**config.mk**
```make
export PLATFORM = sky130hd
export DESIGN_NAME = phy_led_regs
export DESIGN_NICKNAME = d
export VERILOG_FILES = /design/src/shared/phy_led_pkg.sv /design/src/logic/led_shaper.sv /design/src/logic/phy_led_regs.sv
export VERILOG_INCLUDE_DIRS = /design/src /design/src/shared
export SDC_FILE = /design/constraint.sdc
export NUM_CORES = 1
export LEC_CHECK = 0
export BUFFER_PORTS_ARGS = -buffer_cell sky130_fd_sc_hd__buf_2
export CAP_MARGIN = 15
export CORE_MARGIN = 8
export CORE_UTILIZATION = 50
export DETAILED_ROUTE_END_ITERATION = 12
export PLACE_DENSITY_LB_ADDON = 0.08
export SYNTH_ARGS = -nofsm -noshare
export SYNTH_HDL_FRONTEND = slang
export SYNTH_SLANG_ARGS = --single-unit
```
**constraint.sdc**
```tcl
create_clock -name hclk -period 2.9 [get_ports hclk]
set_input_delay 0.29 -clock hclk [delete_from_list [all_inputs] [get_ports hclk]]
set_output_delay 0.29 -clock hclk [all_outputs]
set_load 0.02 [all_outputs]
```
**src/shared/phy_led_cfg.svh**
```systemverilog
// Purpose: Offsets, field positions, reset values and timing counts
// Assumes: Register index space of 32 sixteen-bit registers
// Notes:   Byte address of a register is four times its index
`ifndef PHY_LED_CFG_SVH
`define PHY_LED_CFG_SVH

// Register indexes
`define LED_BEHAVIOR_IDX    5'h1e
`define PAGE_SELECT_IDX     5'h1f
`define PAGED_LO_IDX        5'h10
`define P1_IDX_A            5'h12
`define P1_IDX_B            5'h13
`define P1_IDX_C            5'h14
`define P1_IDX_D            5'h17
`define P1_IDX_E            5'h1d
`define P1_IDX_F            5'h1e
`define P1_COUNT            6

// Behaviour register fields
`define LED_ACTSEL_BIT      14
`define LED_PULSE_BIT       12
`define LED_RATE_LSB        10
`define LED_STRETCH_LSB     5
`define LED_COMB_LSB        0
`define LED_BEHAVIOR_RESET  16'h0400
`define LED_BEHAVIOR_WMASK  16'h5def

// Page select values
`define PAGE_MAIN           16'h0000
`define PAGE_EXT1           16'h0001
`define PAGE_EXT2           16'h0002

// Timing: fastest half blink period is 25 ms (20 Hz blink, 50 ms stretch)
`define CLK_MHZ             100
`define UNIT_MS             25
`define UNIT_CYCLES         (`UNIT_MS * `CLK_MHZ * 1000)

`endif

```
**src/shared/phy_led_pkg.sv**
```systemverilog
// Purpose: Types shared by the register bank and the LED shaper
// Assumes: Constants come from phy_led_cfg.svh
// Notes:   No constants here, only types
package phy_led_pkg;

    // LED behaviour settings decoded from the behaviour register
    typedef struct packed {
        logic       act_select;
        logic       pulsing_en;
        logic [1:0] rate;
        logic [3:0] stretch_en;
        logic [3:0] comb_dis;
    } led_cfg_s;

    // Where a register access lands
    typedef enum logic [2:0] {
        route_led,
        route_page,
        route_p1,
        route_ext,
        route_none
    } route_e;

    // Access forwarded to registers kept outside this bank
    typedef struct packed {
        logic        we;
        logic [1:0]  page;
        logic [4:0]  index;
        logic [15:0] wdata;
    } ext_req_s;

endpackage

```
**src/logic/led_shaper.sv**
```systemverilog
// Purpose: Blink and pulse-stretch shaping of four activity indications
// Assumes: Activity inputs come from logic on hclk
// Notes:   One prescaler is shared; each LED keeps its own hold counter
`timescale 1ns/1ps
`include "phy_led_cfg.svh"

module led_shaper #(
    parameter int N           = 4,
    parameter int UNIT_CYCLES = `UNIT_CYCLES
) (
    input  wire logic                    hclk,
    input  wire logic                    hresetn,
    input  wire phy_led_pkg::led_cfg_s   cfg,
    input  wire logic [N-1:0]            act_in,
    output logic [N-1:0]                 shaped
);
    localparam int PW = $clog2(UNIT_CYCLES + 1);

    logic [PW-1:0] pre_reg;
    logic          unit_tick;
    logic [3:0]    half_units;
    logic [3:0]    phase_cnt_reg;
    logic          blink_phase_reg;

    // Half blink period in units: rate 00 gives 8, rate 11 gives 1
    assign half_units = 4'h1 << (2'h3 - cfg.rate);
    assign unit_tick  = (pre_reg == PW'(UNIT_CYCLES - 1));

    // Unit prescaler
    always_ff @(posedge hclk or negedge hresetn) begin
        if (!hresetn) begin
            pre_reg <= '0;
        end else if (unit_tick) begin
            pre_reg <= '0;
        end else begin
            pre_reg <= pre_reg + PW'(1);
        end
    end

    // Free-running blink phase, toggles every half period
    always_ff @(posedge hclk or negedge hresetn) begin
        if (!hresetn) begin
            phase_cnt_reg   <= 4'h0;
            blink_phase_reg <= 1'b0;
        end else if (unit_tick) begin
            if (phase_cnt_reg + 4'h1 >= half_units) begin
                phase_cnt_reg   <= 4'h0;
                blink_phase_reg <= ~blink_phase_reg;
            end else begin
                phase_cnt_reg <= phase_cnt_reg + 4'h1;
            end
        end
    end

    // Per-LED hold: stretch length is one full blink period
    genvar g;
    generate
        for (g = 0; g < N; g++) begin : gen_led
            logic [4:0] hold_reg;
            always_ff @(posedge hclk or negedge hresetn) begin
                if (!hresetn) begin
                    hold_reg <= 5'h00;
                end else if (act_in[g]) begin
                    hold_reg <= {half_units, 1'b0};
                end else if (unit_tick && hold_reg != 5'h00) begin
                    hold_reg <= hold_reg - 5'h01;
                end
            end
            // Stretch holds steady, blink gates with the phase
            assign shaped[g] = (hold_reg != 5'h00) &&
                               (cfg.stretch_en[g] || blink_phase_reg);
        end
    endgenerate

endmodule

```
**src/logic/phy_led_regs.sv**
```systemverilog
// Purpose: LED behaviour and page select registers with paged routing
// Assumes: AHB-Lite single word transfers; one slave owns the bus
// Notes:   Byte address is four times the register index
// Notes:   Main page 0-29 and page 2 live outside, reached via ext port
//
// Decided for this implementation: the AHB-Lite register port.
`timescale 1ns/1ps
`include "phy_led_cfg.svh"

module phy_led_regs #(
    parameter int UNIT_CYCLES = `UNIT_CYCLES,
    parameter int NLED        = 4
) (
    input  wire logic                    hclk,
    input  wire logic                    hresetn,
    input  wire logic                    hsel,
    input  wire logic [31:0]             haddr,
    input  wire logic [1:0]              htrans,
    input  wire logic                    hwrite,
    input  wire logic [2:0]              hsize,
    input  wire logic [31:0]             hwdata,
    input  wire logic                    hready,
    output logic                         hreadyout,
    output logic                         hresp,
    output logic [31:0]                  hrdata,
    output logic                         ext_valid,
    output phy_led_pkg::ext_req_s        ext_req,
    input  wire logic [15:0]             ext_rdata,
    input  wire logic [NLED-1:0]         primary_ind,
    input  wire logic [NLED-1:0]         secondary_ind,
    output phy_led_pkg::led_cfg_s        led_cfg,
    output logic [15:0]                  page_sel,
    output logic                         indicator_pin_a,
    output logic                         indicator_pin_b,
    output logic                         indicator_pin_c,
    output logic                         indicator_pin_d
);

    typedef enum logic [1:0] {
        st_idle,
        st_write,
        st_read_wait,
        st_read_done
    } bus_state_e;

    bus_state_e              state_reg;
    bus_state_e              state_next;
    logic [4:0]              idx_reg;
    logic                    mapped_reg;
    logic [15:0]             led_behavior_reg;
    logic [15:0]             page_reg;
    logic [15:0]             p1_regs [`P1_COUNT];
    logic [31:0]             hrdata_reg;
    logic [NLED-1:0]         pins_reg;
    logic [NLED-1:0]         shaped;
    logic                    take;
    phy_led_pkg::route_e     route;
    logic [2:0]              p1_slot;
    logic                    wr_commit;
    logic                    rd_fetch;
    logic [15:0]             rd_value;
    logic                    wr_led;
    logic                    wr_page;
    logic                    wr_p1;

    // Route an index under the current page
    function automatic phy_led_pkg::route_e route_of(
        input logic [15:0] page,
        input logic [4:0]  idx,
        input logic        mapped
    );
        phy_led_pkg::route_e r;
        r = phy_led_pkg::route_none;
        if (!mapped) begin
            r = phy_led_pkg::route_none;
        end else if (idx == `PAGE_SELECT_IDX) begin
            r = phy_led_pkg::route_page;
        end else if (idx < `PAGED_LO_IDX) begin
            r = phy_led_pkg::route_ext;
        end else if (page == `PAGE_MAIN) begin
            // Back on the main page after a zero write
            r = (idx == `LED_BEHAVIOR_IDX) ? phy_led_pkg::route_led
                                           : phy_led_pkg::route_ext;
        end else if (page == `PAGE_EXT1) begin
            r = phy_led_pkg::route_p1;
        end else if (page == `PAGE_EXT2) begin
            r = phy_led_pkg::route_ext;
        end else begin
            // Reserved page values reach nothing at indexes 16 to 30
            r = phy_led_pkg::route_none;
        end
        return r;
    endfunction

    // Slot of an implemented page 1 register, or P1_COUNT when reserved
    function automatic logic [2:0] p1_slot_of(input logic [4:0] idx);
        logic [2:0] s;
        s = 3'(`P1_COUNT);
        unique case (idx)
            `P1_IDX_A: s = 3'h0;
            `P1_IDX_B: s = 3'h1;
            `P1_IDX_C: s = 3'h2;
            `P1_IDX_D: s = 3'h3;
            `P1_IDX_E: s = 3'h4;
            `P1_IDX_F: s = 3'h5;
            default:   s = 3'(`P1_COUNT);
        endcase
        return s;
    endfunction

    // Address phase accepted only on a NONSEQ or SEQ with hready high
    assign take = hsel && htrans[1] && hready;

    // Data phase that follows an address phase, idle when none was taken
    function automatic bus_state_e phase_after(
        input logic accepted,
        input logic is_write
    );
        bus_state_e n;
        n = st_idle;
        if (accepted) begin
            n = is_write ? st_write : st_read_wait;
        end
        return n;
    endfunction

    // Bus sequencer: writes take no wait, reads take one
    always_comb begin
        state_next = state_reg;
        unique case (state_reg)
            st_idle: begin
                state_next = phase_after(take, hwrite);
            end
            st_write: begin
                // Back to back: next address phase overlaps this data phase
                state_next = phase_after(take, hwrite);
            end
            st_read_wait: begin
                // Wait cycle holds hready low, so no address phase is taken
                state_next = st_read_done;
            end
            st_read_done: begin
                state_next = phase_after(take, hwrite);
            end
        endcase
    end

    always_ff @(posedge hclk or negedge hresetn) begin
        if (!hresetn) begin
            state_reg <= st_idle;
        end else begin
            state_reg <= state_next;
        end
    end

    // Capture the index of the accepted address phase
    always_ff @(posedge hclk or negedge hresetn) begin
        if (!hresetn) begin
            idx_reg    <= 5'h00;
            mapped_reg <= 1'b0;
        end else if (take) begin
            idx_reg    <= haddr[6:2];
            mapped_reg <= (haddr[31:7] == 25'h0000000) && (haddr[1:0] == 2'h0);
        end
    end

    // Routing uses the page held during the data phase
    assign route     = route_of(page_reg, idx_reg, mapped_reg);
    assign p1_slot   = p1_slot_of(idx_reg);
    assign wr_commit = (state_reg == st_write);
    assign rd_fetch  = (state_reg == st_read_wait);

    // Strobe of a data phase that lands on one register owner
    function automatic logic strobe_to(
        input logic                strobe,
        input phy_led_pkg::route_e now,
        input phy_led_pkg::route_e target
    );
        return strobe && (now == target);
    endfunction

    // Write strobes; reserved page 1 slots take no write
    assign wr_led  = strobe_to(wr_commit, route, phy_led_pkg::route_led);
    assign wr_page = strobe_to(wr_commit, route, phy_led_pkg::route_page);
    assign wr_p1   = strobe_to(wr_commit, route, phy_led_pkg::route_p1) &&
                     (p1_slot < 3'(`P1_COUNT));

    // Bus handshake: always OKAY, wait only in the first read cycle
    assign hreadyout = !rd_fetch;
    assign hresp     = 1'b0;
    assign hrdata    = hrdata_reg;

    // LED behaviour register; only writable bits change
    always_ff @(posedge hclk or negedge hresetn) begin
        if (!hresetn) begin
            led_behavior_reg <= `LED_BEHAVIOR_RESET;
        end else if (wr_led) begin
            led_behavior_reg <= hwdata[15:0] & `LED_BEHAVIOR_WMASK;
        end
    end

    // Page select register, reachable on every page
    always_ff @(posedge hclk or negedge hresetn) begin
        if (!hresetn) begin
            page_reg <= `PAGE_MAIN;
        end else if (wr_page) begin
            // Reserved values are stored as written; routing ignores them
            page_reg <= hwdata[15:0];
        end
    end

    // Page 1 storage; contents are plain read/write words here
    always_ff @(posedge hclk or negedge hresetn) begin
        if (!hresetn) begin
            for (int i = 0; i < `P1_COUNT; i++) begin
                p1_regs[i] <= 16'h0000;
            end
        end else if (wr_p1) begin
            p1_regs[p1_slot] <= hwdata[15:0];
        end
    end

    // Forward main page and page 2 accesses; pulse for one cycle
    assign ext_valid     = strobe_to(wr_commit || rd_fetch, route, phy_led_pkg::route_ext);
    assign ext_req.we    = wr_commit;
    assign ext_req.page  = (idx_reg < `PAGED_LO_IDX) ? 2'h0 : page_reg[1:0];
    assign ext_req.index = idx_reg;
    assign ext_req.wdata = hwdata[15:0];

    // Read value selection by route
    always_comb begin
        rd_value = 16'h0000;
        unique case (route)
            phy_led_pkg::route_led:  rd_value = led_behavior_reg;
            phy_led_pkg::route_page: rd_value = page_reg;
            phy_led_pkg::route_p1: begin
                rd_value = (p1_slot < 3'(`P1_COUNT)) ? p1_regs[p1_slot] : 16'h0000;
            end
            phy_led_pkg::route_ext:  rd_value = ext_rdata;
            phy_led_pkg::route_none: rd_value = 16'h0000;
        endcase
    end

    // Read data registered at the end of the wait cycle
    always_ff @(posedge hclk or negedge hresetn) begin
        if (!hresetn) begin
            hrdata_reg <= 32'h00000000;
        end else if (rd_fetch) begin
            hrdata_reg <= {16'h0000, rd_value};
        end
    end

    // Decoded behaviour settings for the LED path
    assign led_cfg.act_select = led_behavior_reg[`LED_ACTSEL_BIT];
    assign led_cfg.pulsing_en = led_behavior_reg[`LED_PULSE_BIT];
    assign led_cfg.rate       = led_behavior_reg[`LED_RATE_LSB +: 2];
    assign led_cfg.stretch_en = led_behavior_reg[`LED_STRETCH_LSB +: 4];
    assign led_cfg.comb_dis   = led_behavior_reg[`LED_COMB_LSB +: 4];
    assign page_sel           = page_reg;

    // Activity shaping by rate and per-LED mode
    led_shaper #(
        .N           (NLED),
        .UNIT_CYCLES (UNIT_CYCLES)
    ) led_shaper_i (
        .hclk    (hclk),
        .hresetn (hresetn),
        .cfg     (led_cfg),
        .act_in  (secondary_ind),
        .shaped  (shaped)
    );

    // Combined LED lit by the primary, dark while secondary shapes it off
    always_ff @(posedge hclk or negedge hresetn) begin
        if (!hresetn) begin
            pins_reg <= '0;
        end else begin
            for (int i = 0; i < NLED; i++) begin
                pins_reg[i] <= led_cfg.comb_dis[i] ? primary_ind[i]
                                                   : (primary_ind[i] && !shaped[i]);
            end
        end
    end

    assign indicator_pin_a = pins_reg[0];
    assign indicator_pin_b = pins_reg[1];
    assign indicator_pin_c = pins_reg[2];
    assign indicator_pin_d = pins_reg[3];

endmodule

```
==> metrics.md <==
| Metric | Value |
|---|---|
| Status | `complete, no violations` |
| Kind of critical path | `flip-flop to primary output` |
| DR WL/cell | `21.08 um` |
| Num rows | `53` |
| Slew HR | `0.5735` |
| Post-Synth XOR/XNOR Area | `0.03446` |
| Top cells by count, synth | `dfrtp_1 (198), mux2_2 (111), nor2_1 (61)` |
| Clock sinks | `199` |
| Final worst slack | `114.6 ps` |
| Wl on met1 | `13440 um` |
| Die Area | `25720 sq um` |
| DR iter-0 viols | `392` |
| Die X | `160.4 um` |
| Measured slew at the worst slew-check pin | `639.7 ps` |
| Syn. warnings | `0` |
| Total grt overflow | `0` |
| Hold WS | `58.58 ps` |
| Leakage | `5.838 nW` |
| Max layer used | `met4` |
| Root Driver | `clkbuf_16` |
| Vias in the first global route | `7750` |
| RSZ-0062 raised after global routing | `false` |
| First-pass GRT wire length | `44890 um` |
| Final period utilization | `0.9605` |
| Main synth FF type | `dfrtp_1` |
| Final hold vios | `0` |
| Multi-input logic area | `4901 sq um` |
| Combinational family with the most area after synthesis | `multiplexers` |
| Dpl cell area | `11460 sq um` |
| Max Freq | `359.0 MHz` |
| Complex-gate fraction of the synthesized area | `0.1108` |
| Largest net degree at the start of global routing | `76` |
| Met2 WL | `12660 um` |
| Synth Area in Simple Gates | `0.1030` |
| Max Cap Violations | `0` |
| Die height | `160.4 um` |
| Fillers | `1823` |
| Peak VDD IR | `0.4134 mV` |
| Initial Utilization | `0.5020` |
| Count leader, synth | `dfrtp_1` |
| Synth area leader | `dfrtp_1` |
| Post-Route WL | `28120 um` |
| Max reg flops | `96` |
| Ys async rst share | `1.000` |
| Clock skew | `12.88 ps` |
| Setup tns final | `0 ps` |
| Top cell type's share of synthesized area | `0.4755` |
| Max Slew Vio Count | `0` |
| H-tree Lvls | `4` |
| GP Congestion | `0.8139` |
| Antenna-violating nets left | `0` |
| Adder-cell share of the synthesized area | `0.02041` |
| Post-DP HPWL | `19970 um` |
| CP Max Fanout | `4` |
| Crit path launch type | `flip-flop` |
| Mux contribution to synthesized area | `0.1932` |
| Clock Path Buffers | `2` |
| Hold/Removal Path Class | `primary input to flip-flop` |
| Mapped Avg Cell Area | `11.67 sq um` |
| Residual DRC | `0` |
| Nature of the critical path endpoint | `primary output` |
| Most area-consuming cells after synthesis | `dfrtp_1 (48%), mux2_2 (12%), mux2i_1 (4.2%), buf_4 (3.0%), mux2_4 (2.9%)` |
| Cell count after synthesis | `893` |
| Total track usage | `0.2223` |
| CP required | `2610 ps` |
| EDFF count, synth | `0` |
| Post-place setup slack | `146.5 ps` |
| N_diodes | `0` |
| DR pass1 iterations | `5` |
| Met3 routed WL | `1567 um` |
| Sequential share of the synthesized area | `0.4780` |
| Vias per cell | `5.701` |
| Yosys cell types | `64` |
| IO Count | `189` |
| Initial antenna violation count | `0` |
| Cell Pwr Density | `574.2 nW/um^2` |
| Endpoints failing setup | `0` |
| Fin area | `12130 sq um` |
| Fin crit period | `2785 ps` |
| Synth-to-layout area growth | `16.40%` |
| Worst-skew pair later-pin latency | `440 ps` |
| Reg area | `4981 sq um` |
| Num CTS Buffers | `17` |
| Routed via count | `7605` |
| Core footprint | `20760 sq um` |
| Mapped Area | `10420 sq um` |
| Final nets | `1161` |
| Share of cells above drive strength 1 | `0.3787` |
| CTS tree | `done` |
| Worst-path clk slew | `70 ps` |
| Overall power | `6.964 mW` |
| WP data arrival | `2500 ps` |
| Register bit total from synthesis | `199` |
| IO Port Bufs | `151` |
## cells by family after synthesis
logic type | Yosys count
muxes | 177
other | 1
DFF | 199
and+or+nand+nor | 196
adders and majority gates | 17
buffers and inverters | 108
xor gates and xnor gates | 41
AOI/OAI and AO/OA | 154
## worst max-delay path: stages, from the launching register on
cell     delay, ps
dfrtp_1        430
or4_4          610
nor4_4         310
buf_4          180
a31oi_4        100
nor3_2         250
buf_4          180
## cell type report
class | count | share of cell area
flip-flops and latches | 199 | 0.4107
repair buffers | 203 | 0.1008
well taps | 275 | 0.02837
multi-input cells | 602 | 0.4041
clock inverters | 14 | 0.01362
inverters | 23 | 0.007118
clock buffers | 18 | 0.03538
## layer usage
layer	track usage	vias up
met5	0	-
met4	0.06117	0
met3	0.05529	33
met2	0.3405	228
met1	0.3085	3850
li1	-	3494
## through the flow
stage | cells | utilization
after floorplan | 909 | -
after global placement | 1296 | 0.5523
after detailed placement | 1296 | 0.5523
after CTS | 1330 | 0.5822
after global routing | 1334 | 0.5844
final | 1334 | 0.5844
## final timing paths
path | startpoint | depth (start not counted) | end | slack [ps]
setup / recovery | page_sel[11]$_DFFE_PN0P_ | 6 | ext_valid | 110
hold / removal | hwrite | 2 | state_reg[1]$_DFF_PN0_ | 60
setup reg to reg | page_sel[11]$_DFFE_PN0P_ | 7 | p1_regs[51]$_DFFE_PN0P_ | 170
hold reg to reg | led_shaper_i.pre_reg[0]$_DFF_PN0_ | 1 | led_shaper_i.pre_reg[0]$_DFF_PN0_ | 490
max in group asynchronous | hresetn | 3 | hrdata[7]$_DFFE_PN0N_ | 1550
min in group asynchronous | hresetn | 2 | led_shaper_i.pre_reg[12]$_DFF_PN0_ | 420
## placed cells by master, fill, tap and decap left out, types with 7 or more instances in the layout
cell         n
and2_1       7
inv_1       23
buf_2      149
and3_1       9
dfrtp_1    198
a211oi_1    13
o211ai_1    12
xnor2_1     18
nand4_1     14
ha_1        17
conb_1      17
nor3_1      23
nor2_1      61
a221oi_2    10
mux2_4      20
mux2_2     111
clkbuf_16   17
nand3_1     18
a21oi_1     19
nor4_1       7
buf_4       47
xor2_1      23
o21ai_0     47
a211o_1     14
nand2_1     22
mux2i_1     44
## power by group
part / switching (mW) / internal (mW)
Combinational: 0.933 / 0.551
Sequential: 0.122 / 2.96
Clock: 1.17 / 1.23
## timing repair
| action | 4_1_cts | 5_1_grt |
|---|---|---|
| buffers inserted | 1 | 4 |
| pin swaps | 2 | 3 |
| hold buffers | 1 | 0 |
| endpoints found under the setup margin | 1 | 8 |
| endpoints found under the hold margin | 70 | 0 |
| resized for setup | 2 | 1 |
| gates cloned | 0 | 0 |
No activity file was read; power rests on OpenSTA's default activity.
